===== src/verilog/lscp_defines.svh =====
// register offsets, field positions and reset values for the status-change block
// assumes: included by bare name from the package and design files
`ifndef LSCP_DEFINES_SVH
`define LSCP_DEFINES_SVH
`define LSCP_ADDR_W 4
`define LSCP_OFF_EVENT 4'h0
`define LSCP_OFF_MASK 4'h4
`define LSCP_OFF_PRESENT 4'h8
`define LSCP_OFF_FORCE 4'hC
`define LSCP_BIT_INT_FLAG 15
`define LSCP_BIT_WAKE_MASK 14
`define LSCP_BIT_GEN_WAKE 4
`define LSCP_RST_EVENT 32'h0000_0000
`define LSCP_RST_MASK 32'h0000_0000
`define LSCP_RST_PRESENT 32'h0000_0000
`endif


===== src/verilog/lscp_pkg.sv =====
// types shared by the status-change block
// assumes: constants come from lscp_defines.svh
`include "lscp_defines.svh"
package lscp_pkg;
    typedef logic [31:0] lscp_word_t;
    typedef logic [`LSCP_ADDR_W-1:0] lscp_addr_t;
endpackage


===== src/verilog/lscp_status_change.sv =====
// network function status-change block: event, mask, present-state and force-event
// assumes: synchronous register port, single 100 MHz clock, sources synchronous
`timescale 1ns/100ps
`include "lscp_defines.svh"
module lscp_status_change (
    input wire logic clk_i,
    input wire logic rst_i,
    input wire logic ce_i,
    input wire lscp_pkg::lscp_addr_t addr_i,
    input wire lscp_pkg::lscp_word_t wdata_i,
    input wire logic wr_i,
    input wire logic rd_i,
    output lscp_pkg::lscp_word_t rdata_o,
    input wire logic eth_int_pending_i,
    input wire logic [2:0] power_mgmt_driver_reg_i,
    input wire logic link_wake_en_i,
    input wire logic frame_wake_dis_i,
    input wire logic filter_wake_en_i,
    input wire logic system_control_block_int_en_i,
    input wire logic pme_en_i,
    output logic int_o,
    output logic cstschg_o
);
    // bits of the driver register: [2] link change, [1] wake frame, [0] interesting frame
    logic general_wake_live;
    logic wr_event;
    logic wr_mask;
    logic wr_force;
    logic wr_present;
    logic rd_present;
    logic [31:0] event_reg;
    logic [31:0] mask_reg;
    logic [31:0] event_next;
    lscp_pkg::lscp_word_t present_word;
    lscp_pkg::lscp_word_t rdata_next;

    // address decode, shared by strobes, read mux and checks
    function automatic logic hit(input lscp_pkg::lscp_addr_t a, input lscp_pkg::lscp_addr_t off);
        hit = (a == off);
    endfunction

    // gated wake sources folded into one level
    function automatic logic wake_of(input logic [2:0] flags, input logic link_en,
                                     input logic frame_dis, input logic filt_en);
        wake_of = (flags[2] & link_en)
                | (flags[1] & ~frame_dis)
                | (flags[0] & filt_en);
    endfunction

    assign general_wake_live = wake_of(power_mgmt_driver_reg_i, link_wake_en_i,
                                       frame_wake_dis_i, filter_wake_en_i);

    always_comb begin
        present_word = 32'h0000_0000;
        present_word[`LSCP_BIT_INT_FLAG] = eth_int_pending_i;
        present_word[`LSCP_BIT_GEN_WAKE] = general_wake_live;
    end

    assign wr_event = ce_i & wr_i & hit(addr_i, `LSCP_OFF_EVENT);
    assign wr_mask = ce_i & wr_i & hit(addr_i, `LSCP_OFF_MASK);
    assign wr_force = ce_i & wr_i & hit(addr_i, `LSCP_OFF_FORCE);
    // present word is read only; its write strobe goes nowhere
    assign wr_present = ce_i & wr_i & hit(addr_i, `LSCP_OFF_PRESENT);
    assign rd_present = ce_i & rd_i & hit(addr_i, `LSCP_OFF_PRESENT);

    // latched events: sources and forces set, write-one clears once serviced; set wins
    always_comb begin
        event_next = event_reg;
        if (wr_event) begin
            if (wdata_i[`LSCP_BIT_INT_FLAG] && !eth_int_pending_i) begin
                event_next[`LSCP_BIT_INT_FLAG] = 1'b0;
            end
            if (wdata_i[`LSCP_BIT_GEN_WAKE] && !general_wake_live) begin
                event_next[`LSCP_BIT_GEN_WAKE] = 1'b0;
            end
        end
        if (eth_int_pending_i) begin
            event_next[`LSCP_BIT_INT_FLAG] = 1'b1;
        end
        if (general_wake_live) begin
            event_next[`LSCP_BIT_GEN_WAKE] = 1'b1;
        end
        if (wr_force && wdata_i[`LSCP_BIT_INT_FLAG]) begin
            event_next[`LSCP_BIT_INT_FLAG] = 1'b1;
        end
        if (wr_force && wdata_i[`LSCP_BIT_GEN_WAKE]) begin
            event_next[`LSCP_BIT_GEN_WAKE] = 1'b1;
        end
    end

    always_ff @(posedge clk_i) begin
        if (rst_i) begin
            event_reg <= `LSCP_RST_EVENT;
        end else if (ce_i) begin
            event_reg <= event_next;
        end
    end

    // only the three mask bits are kept; the rest read zero
    always_ff @(posedge clk_i) begin
        if (rst_i) begin
            mask_reg <= `LSCP_RST_MASK;
        end else if (wr_mask) begin
            mask_reg <= 32'h0000_0000;
            mask_reg[`LSCP_BIT_INT_FLAG] <= wdata_i[`LSCP_BIT_INT_FLAG];
            mask_reg[`LSCP_BIT_WAKE_MASK] <= wdata_i[`LSCP_BIT_WAKE_MASK];
            mask_reg[`LSCP_BIT_GEN_WAKE] <= wdata_i[`LSCP_BIT_GEN_WAKE];
        end
    end

    // read data one cycle after strobe; present and force reads have no side effect
    always_comb begin
        rdata_next = 32'h0000_0000;
        if (hit(addr_i, `LSCP_OFF_EVENT)) begin
            rdata_next = event_reg;
        end else if (hit(addr_i, `LSCP_OFF_MASK)) begin
            rdata_next = mask_reg;
        end else if (hit(addr_i, `LSCP_OFF_PRESENT)) begin
            rdata_next = present_word;
        end
    end

    // read data stand one enabled cycle, zero otherwise; a frozen clock enable holds them
    always_ff @(posedge clk_i) begin
        if (rst_i) begin
            rdata_o <= 32'h0000_0000;
        end else if (ce_i) begin
            rdata_o <= rd_i ? rdata_next : 32'h0000_0000;
        end
    end

    // level outputs from latched events through the masks and enables; pme_en_i bypasses the wake masks
    always_ff @(posedge clk_i) begin
        if (rst_i) begin
            int_o <= 1'b0;
        end else if (ce_i) begin
            int_o <= event_next[`LSCP_BIT_INT_FLAG] & mask_reg[`LSCP_BIT_INT_FLAG]
                   & system_control_block_int_en_i;
        end
    end

    // either both wake masks or the pme enable alone open the line
    always_ff @(posedge clk_i) begin
        if (rst_i) begin
            cstschg_o <= 1'b0;
        end else if (ce_i) begin
            cstschg_o <= event_next[`LSCP_BIT_GEN_WAKE]
                       & ((mask_reg[`LSCP_BIT_WAKE_MASK] & mask_reg[`LSCP_BIT_GEN_WAKE])
                       | pme_en_i);
        end
    end
endmodule


===== config.mk =====
export PLATFORM = sky130hd
export DESIGN_NAME = lscp_status_change
export DESIGN_NICKNAME = d
export VERILOG_FILES = /design/src/verilog/lscp_pkg.sv /design/src/verilog/lscp_status_change.sv
export VERILOG_INCLUDE_DIRS = /design/src /design/src/verilog
export SDC_FILE = /design/constraint.sdc
export NUM_CORES = 1
export LEC_CHECK = 0
export BUFFER_PORTS_ARGS = -buffer_cell sky130_fd_sc_hd__buf_2
export CORE_MARGIN = 2
export CORE_UTILIZATION = 34
export CTS_CLUSTER_DIAMETER = 80
export DETAILED_ROUTE_END_ITERATION = 8
export PLACE_DENSITY = 0.8
export SLEW_MARGIN = 0
export SYNTH_ARGS = -nofsm -noshare
export SYNTH_HDL_FRONTEND = slang
export SYNTH_SLANG_ARGS = --single-unit

===== constraint.sdc =====
create_clock -name clk_i -period 1.35 [get_ports clk_i]
set_clock_uncertainty 0.05 [all_clocks]
set_input_delay 0 -clock clk_i [delete_from_list [all_inputs] [get_ports clk_i]]
set_output_delay 0 -clock clk_i [all_outputs]
set_load 0.02 [all_outputs]

# [Yosys cells after proc, flatten, opt, wreduce, memory -nomap -nowiden]
# Cells that the tools add are included.
[totals] register_bits=39 inputBits=50 out_inout_bits=34 word_cells=42
[classes] eq_ne=3 muxes=12 n_bitwise=15 n_reduce_logical=7
[op_table] cell="$mux 16" n=3
[op_table] cell="$mux 32" n=1
[op_table] cell="$and 1x1->1" n=11
[op_table] cell="$eq 4x4->1 const B" n=2
[op_table] cell="$mux 1" n=8
[op_table] cell="$eq 4x3->1 const B" n=1
[op_table] cell="$logic_and 1x1->1" n=4
[op_table] cell="$logic_not 4->1" n=1
[op_table] cell="$or 1x1->1" n=3
[op_table] cell="$logic_not 1->1" n=2
[op_table] cell="$not 1->1" n=1

# [Logic depth before layout (Yosys ltp)]
# Gate-level depths: netlist (run 1).
[depth] depth_word=11 ltp_mapped=6 ltp_nobuf=4

# [Worst setup path after synthesis (run 1)]
# No wires, ideal clock.
[synth_timing] path_kind="input to register" startpoint="in ce_i" endpoint="reg event_reg[4]" setup_time_ns=0.129 t_arrival_ns=0.882 t_required_ns=1.171 setup_slack_ns=0.289 stages=6 path_buffers=2 cell_sequence="buf_6 -> nor4bb_4 -> buf_6 -> a31o_1 -> a211oi_2 -> nor3_2"
[synth_via] elab_chain_len=5 elab_cells_between_ends=7 cone_classes="mux: 3; bitwise: 3; reduce/logical: 1"
[synth_rtl] element="start, declared" line_no="lscp_status_change.sv:8" text="input wire logic ce_i,"
[synth_rtl] element="$and 1x1->1"
[synth_rtl] element="$and 1x1->1" line_no="lscp_status_change.sv:59" text="assign wr_event = ce_i & wr_i & hit(addr_i, `LSCP_OFF_EVENT);"
[synth_rtl] element="$mux 1" line_no="lscp_status_change.sv:69" text="if (wr_event) begin"
[synth_rtl] element="$mux 1" line_no="lscp_status_change.sv:80" text="if (general_wake_live) begin"
[synth_rtl] element="$mux 1" line_no="lscp_status_change.sv:86" text="if (wr_force && wdata_i[`LSCP_BIT_GEN_WAKE]) begin"
[synth_rtl] element="end signal, assigned" line_no="lscp_status_change.sv:93" text="event_reg <= `LSCP_RST_EVENT;"
[synth_rtl] element="end signal, assigned" line_no="lscp_status_change.sv:95" text="event_reg <= event_next;"
[synth_rtl] element="end, declared" line_no="lscp_status_change.sv:31" text="logic [31:0] event_reg;"
# Parallel ways exist; a longest one is shown, timed or not.
# A chain may end at the register's enable or synchronous reset.

# [Worst setup path after layout (run 1)]
[layout_timing] startpoint="in wdata_i[4]" endpoint="reg event_reg[4]"
[layout_via] elab_chain_len=5 elab_cells_between_ends=6 cone_classes="mux: 4; reduce/logical: 2"
[layout_rtl] element="start, declared" line_no="lscp_status_change.sv:10" text="input wire lscp_pkg::lscp_word_t wdata_i,"
[layout_rtl] element="$logic_and 1x1->1" line_no="lscp_status_change.sv:73" text="if (wdata_i[`LSCP_BIT_GEN_WAKE] && !general_wake_live) begin"
[layout_rtl] element="$mux 1" line_no="lscp_status_change.sv:73"
[layout_rtl] element="$mux 1" line_no="lscp_status_change.sv:69"
[layout_rtl] element="$mux 1" line_no="lscp_status_change.sv:80"
[layout_rtl] element="$mux 1 *" line_no="lscp_status_change.sv:86"
# Mark *: on every way between the ends. The rest lies on a longest branch, timed or not.

==> results.tsv, run 1 <==
metric	value	unit
layout_common_cells	conb_1, buf_2, dfxtp_1	
grt_max_degree	13	
wl_per_cell	9.565	µm
netlist_instances	95	
io_pins	84	
holdCritPathClass	in -> reg	
holdWs	0.01714	ns
p_leak	0.4314	nW
endpoint_kind	flop	
drv_cap	0	
worstSkewPairLatency	0.26	ns
diodes	0	
cellPowerDensity	855.5	nW/µm²
initial_core_util	35.92	%
portBuffers	25	
stdcell_count	154	
crit_fanout	3	
cts.reportedPaths.clkPinSlew	0.07	ns
htreeDepth	1	
slew_viol_final	0	
vias_per_cell	4.409	
gp_congestion	0.7162	
finalCriticalPeriod	1.125	ns
rows	17	
finalHoldViolCount	0	
worst_ep_arrival_time	1.23	ns
track_usage	11.60	%
cts_buffer_depth	2	
core_area	2191	µm²
power	776.1	µW
place_hpwl	1.216	mm
die_w	52.11	µm
cts_root_buffer	clkbuf_4	
place_ws	0.1580	ns
grt_overflow_total	0	
cp-start-kind	input port	
final_common_cell	conb_1	
finalSetupViolCount	0	
syn_area_per_cell	8.284	µm²
dr_total_vias	679	
place_inst	144	
final_area	907.1	µm²
dr.pass1.iters	4	
numCtsBuffers	3	
worstPathRequired	1.45	ns
vdd_drop_max	0.0004817	V
drt_iter0_markers	6	
max_freq	888.8	MHz
yosys_warnings	0	
synth_area	787.0	µm²
regToRegSetupSlack	0.31	ns
drive_gt1_share	26.19	%
grt_pass1_vias	613	
crit_type	in -> reg	
synth.ff_latch_count	10	
cts_tree	done	
final_core_util	41.40	%
finalCritPeriodShare	83.35	%
drtAntennaViolNets	0	
wirelength	1.473	mm
synth-seq-area-share	25.44	%
yosysUniqueCellTypes	31	
grt_pass1_wl	2.387	mm
areaGrowthSynthToFinish	15.26	%
timing.setup.tns	0	ns
dieArea	2715	µm²
grt_antenna_before_repair	0	
drc	0	
die_h	52.11	µm
post-cts-setup-buffer-count	0	
numClockSinks	10	
postPlaceCellArea	810.8	µm²
rsz0062_at_grt	no	
status	completed	
finalNetCount	177	
finalWorstSetupSlack	0.2248	ns
## final cells by class
| cell class | instances | area [µm²] |
|---|---|---|
| clock buffers | 4 | 36.28 |
| fillers | 231 | 1284 |
| inverters | 3 | 11.26 |
| multi-input cells | 77 | 431.7 |
| flip-flops and latches | 10 | 200.2 |
| well taps | 28 | 35.03 |
| repair buffers | 32 | 192.7 |
## repair_timing
item / in CTS / in global routing
endpoints found under the hold margin: 7 / 0
gates resized for setup: 0 / 0
hold buffers: 6 / 0
## synth_stat cells
cell type   n  share of area, %
a21oi_1     7               4.5
nand4bb_1   1               1.4
conb_1      1              0.48
buf_2       1              0.64
a311o_1     1               1.3
nor4b_1     1               1.1
nand2_1     6               2.9
clkbuf_1    1              0.48
mux2i_1     1               1.3
a2bb2oi_1   2               2.2
a211oi_1    1              0.95
nand3_1     4               2.5
o21ai_0     1              0.64
o311ai_1    1               1.1
a211oi_2    1               1.6
nor3_2      1               1.3
a22oi_1     2               1.9
o32ai_1     1               1.1
dfxtp_1    10                25
buf_6       2               2.9
buf_4      29                28
a31o_1      1               1.1
nor2_1      6               2.9
nor2b_1     2               1.6
nand4b_1    1               1.1
inv_1       3               1.4
nor4bb_4    1               3.2
and2b_1     1              0.95
nor3b_1     2               1.9
nor3_1      2               1.3
a221o_1     1               1.3
## kinds of logic after synthesis
kind of cell,count (synthesis),synth area share (%)
compound gates,19,17.65
buf+inv,36,33.07
simple gates,28,22.10
other cells,1,0.4765
flops,10,25.44
mux,1,1.272
## power by group
| part | switching, mW | leakage [nW] | total [mW] | internal, mW |
|---|---|---|---|---|
| registers | 0.00675 | 0.0813 | 0.310 | 0.303 |
| clock network | 0.107 | 0.0210 | 0.270 | 0.164 |
| logic | 0.130 | 0.329 | 0.196 | 0.0663 |
| total | 0.243 | 0.431 | 0.776 | 0.533 |
## routing by layer
metal	track usage, %	wire length [µm]
met5	0	0
met4	6.579	10
met3	2.586	139
met2	19.83	720
met1	13.11	603
## final timing paths
kind | startpoint | cells after the start | to
worst max-delay path | wdata_i[4] | 6 | event_reg[4]
worst min-delay path | ce_i | 2 | int_o
worst max register to register | event_reg[15] | 3 | int_o
worst min register to register | int_o | 2 | int_o
## worst max-delay path: stages
cell	delay, ns
dlygate4sd3_1	0.52
buf_2	0.12
nor3b_1	0.18
a21oi_1	0.12
a211oi_2	0.21
nor3_2	0.07
Note: power is estimated with default switching activity, not from simulation.
==> run 2: changes to the inputs <==
Settings changed: CORE_UTILIZATION 34 to 31, PLACE_DENSITY 0.8 to 0.77.
Clock period 1.35 ns to 1 ns, I/O delays scaled along.
==> results.tsv, run 2 (same netlist as run 1, synthesis figures left out) <==
metric	value	unit	change
grt_pass1_vias	596		-2.8%
numClockSinks	10		unchanged
track_usage	11.36	%	-0.23 points
p_int	653.3	µW	+23%
switching_share	32.20	%	+0.84 points
power	963.6	µW	+24%
vias_per_cell	4.261		-3.4%
cts_root_buffer	clkbuf_4		
vdd_drop_max	0.0005007	V	+3.9%
slew_viol_final	0		unchanged
drt_iter0_markers	2		-4
worst_ep_arrival_time	1.11	ns	-0.12 ns
place_ws	-0.1811	ns	-0.3391 ns
initial_core_util	32.36	%	-3.6 points
drc	0		unchanged
dieArea	2958	µm²	+8.9%
io_pins	84		unchanged
dr.pass1.iters	4		unchanged
cp-start-kind	flop		
timing.setup.tns	-0.04121	ns	-0.04121 ns
rows	18		+1
numCtsBuffers	3		unchanged
crit_fanout	4		+1
final_common_cell	conb_1		
crit_type	reg -> reg		
cts.reportedPaths.clkPinSlew	0.06	ns	about the same
layout_common_cells	conb_1, buf_2, buf_4		
gp_congestion	0.7922		+11%
grt_max_degree	13		unchanged
regToRegSetupSlack	-0.02	ns	-0.33 ns
finalNetCount	183		+3.4%
grt_overflow_total	0		unchanged
cellPowerDensity	1020	nW/µm²	+19%
drive_gt1_share	33.59	%	+7.4 points
wl_per_cell	9.385	µm	-1.9%
finalCriticalPeriod	1.021	ns	
rsz0062_at_grt	yes		
status	complete, but fails checks		
place_hpwl	1.246	mm	+2.5%
p_comb_share	29.7	%	+4.4 points
p_leak	0.4557	nW	+5.6%
finalHoldViolCount	0		unchanged
core_area	2432	µm²	+11%
drtAntennaViolNets	0		unchanged
p_seq_share	43.6	%	+3.7 points
die_w	54.39	µm	+4.4%
worstSkewPairLatency	0.25	ns	about the same
grt_pass1_wl	2.470	mm	+3.5%
portBuffers	25		unchanged
violations	setup timing		
cts_tree	done		
cts_buffer_depth	2		unchanged
fillers	267		+16%
diodes	0		unchanged
drv_cap	0		unchanged
grt_antenna_before_repair	0		unchanged
finalSetupViolCount	4		+4
worstPathRequired	1.09	ns	-0.36 ns
wirelength	1.511	mm	+2.6%
place_inst	153		+6.3%
holdCritPathClass	in -> reg		
power.switching	310.2	µW	+27%
final_core_util	38.84	%	-2.6 points
endpoint_kind	flop		
stdcell_count	161		+4.5%
finalWorstSetupSlack	-0.02065	ns	-0.2455 ns
clkPwrFrac	26.7	%	-8.1 points
htreeDepth	1		unchanged
areaGrowthSynthToFinish	20.03	%	
max_freq	979.8	MHz	
die_h	54.39	µm	+4.4%
dr_total_vias	686		+1.0%
finalCritPeriodShare	102.1	%	
## run 2: changes by cell type in the layout (fill, tap and decap cells not counted)
cell,before,now
dlygate4sd3_1,6,4
a21oi_1,7,6
dfxtp_1,10,8
clkbuf_8,1,0
o21ai_1,0,1
a21oi_2,0,1
nor2_2,0,1
dfxtp_2,0,2
o21ai_0,1,0
nor2_1,6,5
buf_4,1,9
## run 2: path summary, 6_finish.rpt
check                 from            to  cells past startpoint
max          event_reg[15]   rdata_o[15]                      4
min                  rst_i  mask_reg[14]                      2
max reg2reg  event_reg[15]   rdata_o[15]                      4
min reg2reg   mask_reg[14]  mask_reg[14]                      2
## run 2: routing by layer
layer  up-vias  wire, µm  global-route usage [%]
met2        38       706                   17.87
met4         0         0                   4.583
met1       303       630                   13.98
met5         -         0                       0
li1        345         -                       -
met3         0       174                   4.098
## run 2: layout make-up
type | instances | area (µm²) | area share [%]
inverters | 3 | 11.26 | 1.192
multi-input cells | 77 | 437.9 | 46.36
well taps | 30 | 37.54 | 3.974
clock buffers | 3 | 22.52 | 2.384
flip-flops and latches | 10 | 202.7 | 21.46
repair buffers | 38 | 232.7 | 24.64
## run 2: power by group through the flow
stage | Combinational [mW] | Sequential, mW | Clock [mW]
final | 0.286 | 0.420 | 0.257
after CTS | 0.277 | 0.418 | 0.272
after floorplan | 0.270 | 0.429 | 0
after global routing | 0.317 | 0.422 | 0.292
after detailed placement | 0.263 | 0.426 | 0
after global placement | 0.261 | 0.426 | 0
## run 2: timing repair
action                                 in CTS  in global routing
setup buffers                               0                  1
cloned                                      0                  0
resized for setup                           2                  3
hold buffers                                4                  0
pin swaps                                   2                  1
endpoints found under the hold margin       4                  0
setup endpoints to repair                   4                  6
## run 2: through the flow
stage	hold WS [ns]	instance area, µm²
6_report	0.01052	944.7
5_1_grt	0.005634	944.7
4_1_cts	0.002441	933.4
3_5_place_dp	0.2210	865.8
3_3_place_gp	0.2237	865.8
2_1_floorplan	0.09749	892.1
## run 2: worst max-delay path, cell delays in order, from the launching register on
cell       delay (ns)
dfxtp_2          0.33
mux2i_1          0.14
a2bb2oi_1        0.18
a2bb2oi_1        0.16
nor2_1           0.05
==> run 3: changes to the inputs <==
Settings changed: BUFFER_PORTS_ARGS -buffer_cell sky130_fd_sc_hd__buf_2 to -buffer_cell sky130_fd_sc_hd__clkbuf_2, GPL_ROUTABILITY_DRIVEN set to 0, SLEW_MARGIN 0 to 20.
==> results.tsv, run 3 (same netlist as run 1, synthesis figures left out) <==
metric	value	unit	change
status	complete, but fails checks		
violations	setup timing		
place_ws	-0.1509	ns	+0.03024 ns
final_common_cell	conb_1		
fillers	251		-6.0%
numCtsBuffers	3		unchanged
dieArea	2958	µm²	unchanged
drc	0		unchanged
htreeDepth	1		unchanged
core_area	2432	µm²	unchanged
grt_antenna_before_repair	0		unchanged
cp-start-kind	flop		
slew_viol_final	0		unchanged
die_w	54.39	µm	unchanged
drive_gt1_share	34.56	%	+0.97 points
layout_common_cells	conb_1, clkbuf_2, buf_4		
rows	18		unchanged
p_leak	0.4804	nW	+5.4%
cts_tree	done		
grt_max_degree	8		-5
diodes	0		unchanged
final_core_util	41.67	%	+2.8 points
drv_cap	0		unchanged
finalNetCount	187		+2.2%
vdd_drop_max	0.0005838	V	+17%
wirelength	1.702	mm	+13%
initial_core_util	32.36	%	unchanged
worstSkewPairLatency	0.26	ns	about the same
crit_chain	a311o_1, o311ai_2, a211oi_1		
endpoint_kind	flop		
finalWorstSetupSlack	-0.04027	ns	-0.01963 ns
grt_pass1_wl	2.477	mm	+0.28%
finalCriticalPeriod	1.040	ns	+0.01963 ns
die_h	54.39	µm	unchanged
drt_iter0_markers	9		+7
slowest_stage	dfxtp_2		
worstPathRequired	1.08	ns	about the same
finalSetupViolCount	4		unchanged
crit_type	reg -> reg		
worst_ep_arrival_time	1.12	ns	about the same
seq_area	202.7	µm²	unchanged
drtAntennaViolNets	0		unchanged
holdCritPathClass	in -> reg		
portBuffers	25		unchanged
cellPowerDensity	1082	nW/µm²	+6.1%
cts_buffer_depth	2		unchanged
multi_input_area	452.9	µm²	+3.4%
power	1.097	mW	+14%
cts.reportedPaths.clkPinSlew	0.06	ns	about the same
finalHoldViolCount	0		unchanged
dr_total_vias	736		+7.3%
slowest_delay	0.34	ns	about the same
crit_fanout	4		unchanged
post-cts-setup-buffer-count	0		unchanged
grt_pass1_vias	599		+0.50%
place_hpwl	1.267	mm	+1.7%
numClockSinks	10		unchanged
dr.pass1.iters	4		unchanged
vias_per_cell	4.434		+4.1%
areaGrowthSynthToFinish	28.78	%	
wl_per_cell	10.25	µm	+9.2%
cts_root_buffer	clkbuf_4		
grt_overflow_total	0		unchanged
rsz0062_at_grt	yes		
max_freq	961.3	MHz	-1.9%
io_pins	84		unchanged
finalCritPeriodShare	104.0	%	+2.0 points
track_usage	11.81	%	+0.45 points
-- run 3: worst paths after layout --
kind	end	startpoint	cells past startpoint	slack, ns
setup / recovery	event_reg[15]	event_reg[15]	3	-0.04
hold / removal	event_reg[15]	ce_i	3	0.04
setup reg to reg	event_reg[15]	event_reg[15]	3	-0.04
hold reg to reg	int_o	int_o	2	0.43
-- run 3: metal layers --
metal  track usage, %  vias to the layer above  share of wire (%)
li1                 -                      357                  -
met1            11.82                      335                 36
met2            21.69                       42                 51
met3            3.552                        2                 12
met4            6.250                        0               0.59
met5                0                        -                  0
-- run 3: worst max-delay path: cells and delay by family, from the launching register on --
| kind | cells | cell delay (ns) |
|---|---|---|
| flip-flops | 1 | 0.34 |
| AO/OA/AOI/OAI | 3 | 0.52 |
-- run 3: timing repair --
action | 4_1_cts | 5_1_grt
endpoints found under the hold margin | 4 | 0
hold buffers | 8 | 0
pin swaps | 3 | 1
setup endpoints to repair | 4 | 5
resized for setup | 3 | 3
-- run 3: per-stage QoR --
step / TNS (ns) / cell area (µm²) / hold slack [ns] / cells
final: -0.1065 / 1013 / 0.04325 / 166
after global routing: -0.3869 / 1013 / 0.05501 / 166
after CTS: -0.03994 / 996.0 / 0.01181 / 166
after detailed placement: -0.5986 / 873.3 / 0.2129 / 154
after global placement: -0.4145 / 873.3 / 0.2114 / 154
after floorplan: 0 / 892.1 / 0.09749 / 123
-- run 3: cell type report --
| class | count | area share [%] |
|---|---|---|
| sequential | 10 | 20.00 |
| timing repair buffer | 42 | 26.91 |
| multi-input combinational | 77 | 44.69 |
| inverter | 3 | 1.111 |
| tap | 30 | 3.704 |
| clock buffer | 4 | 3.580 |
-- run 3: power by group --
group | total (mW) | internal (mW) | switching [mW]
registers | 0.421 | 0.410 | 0.0100
clock network | 0.366 | 0.221 | 0.145
logic | 0.310 | 0.120 | 0.190
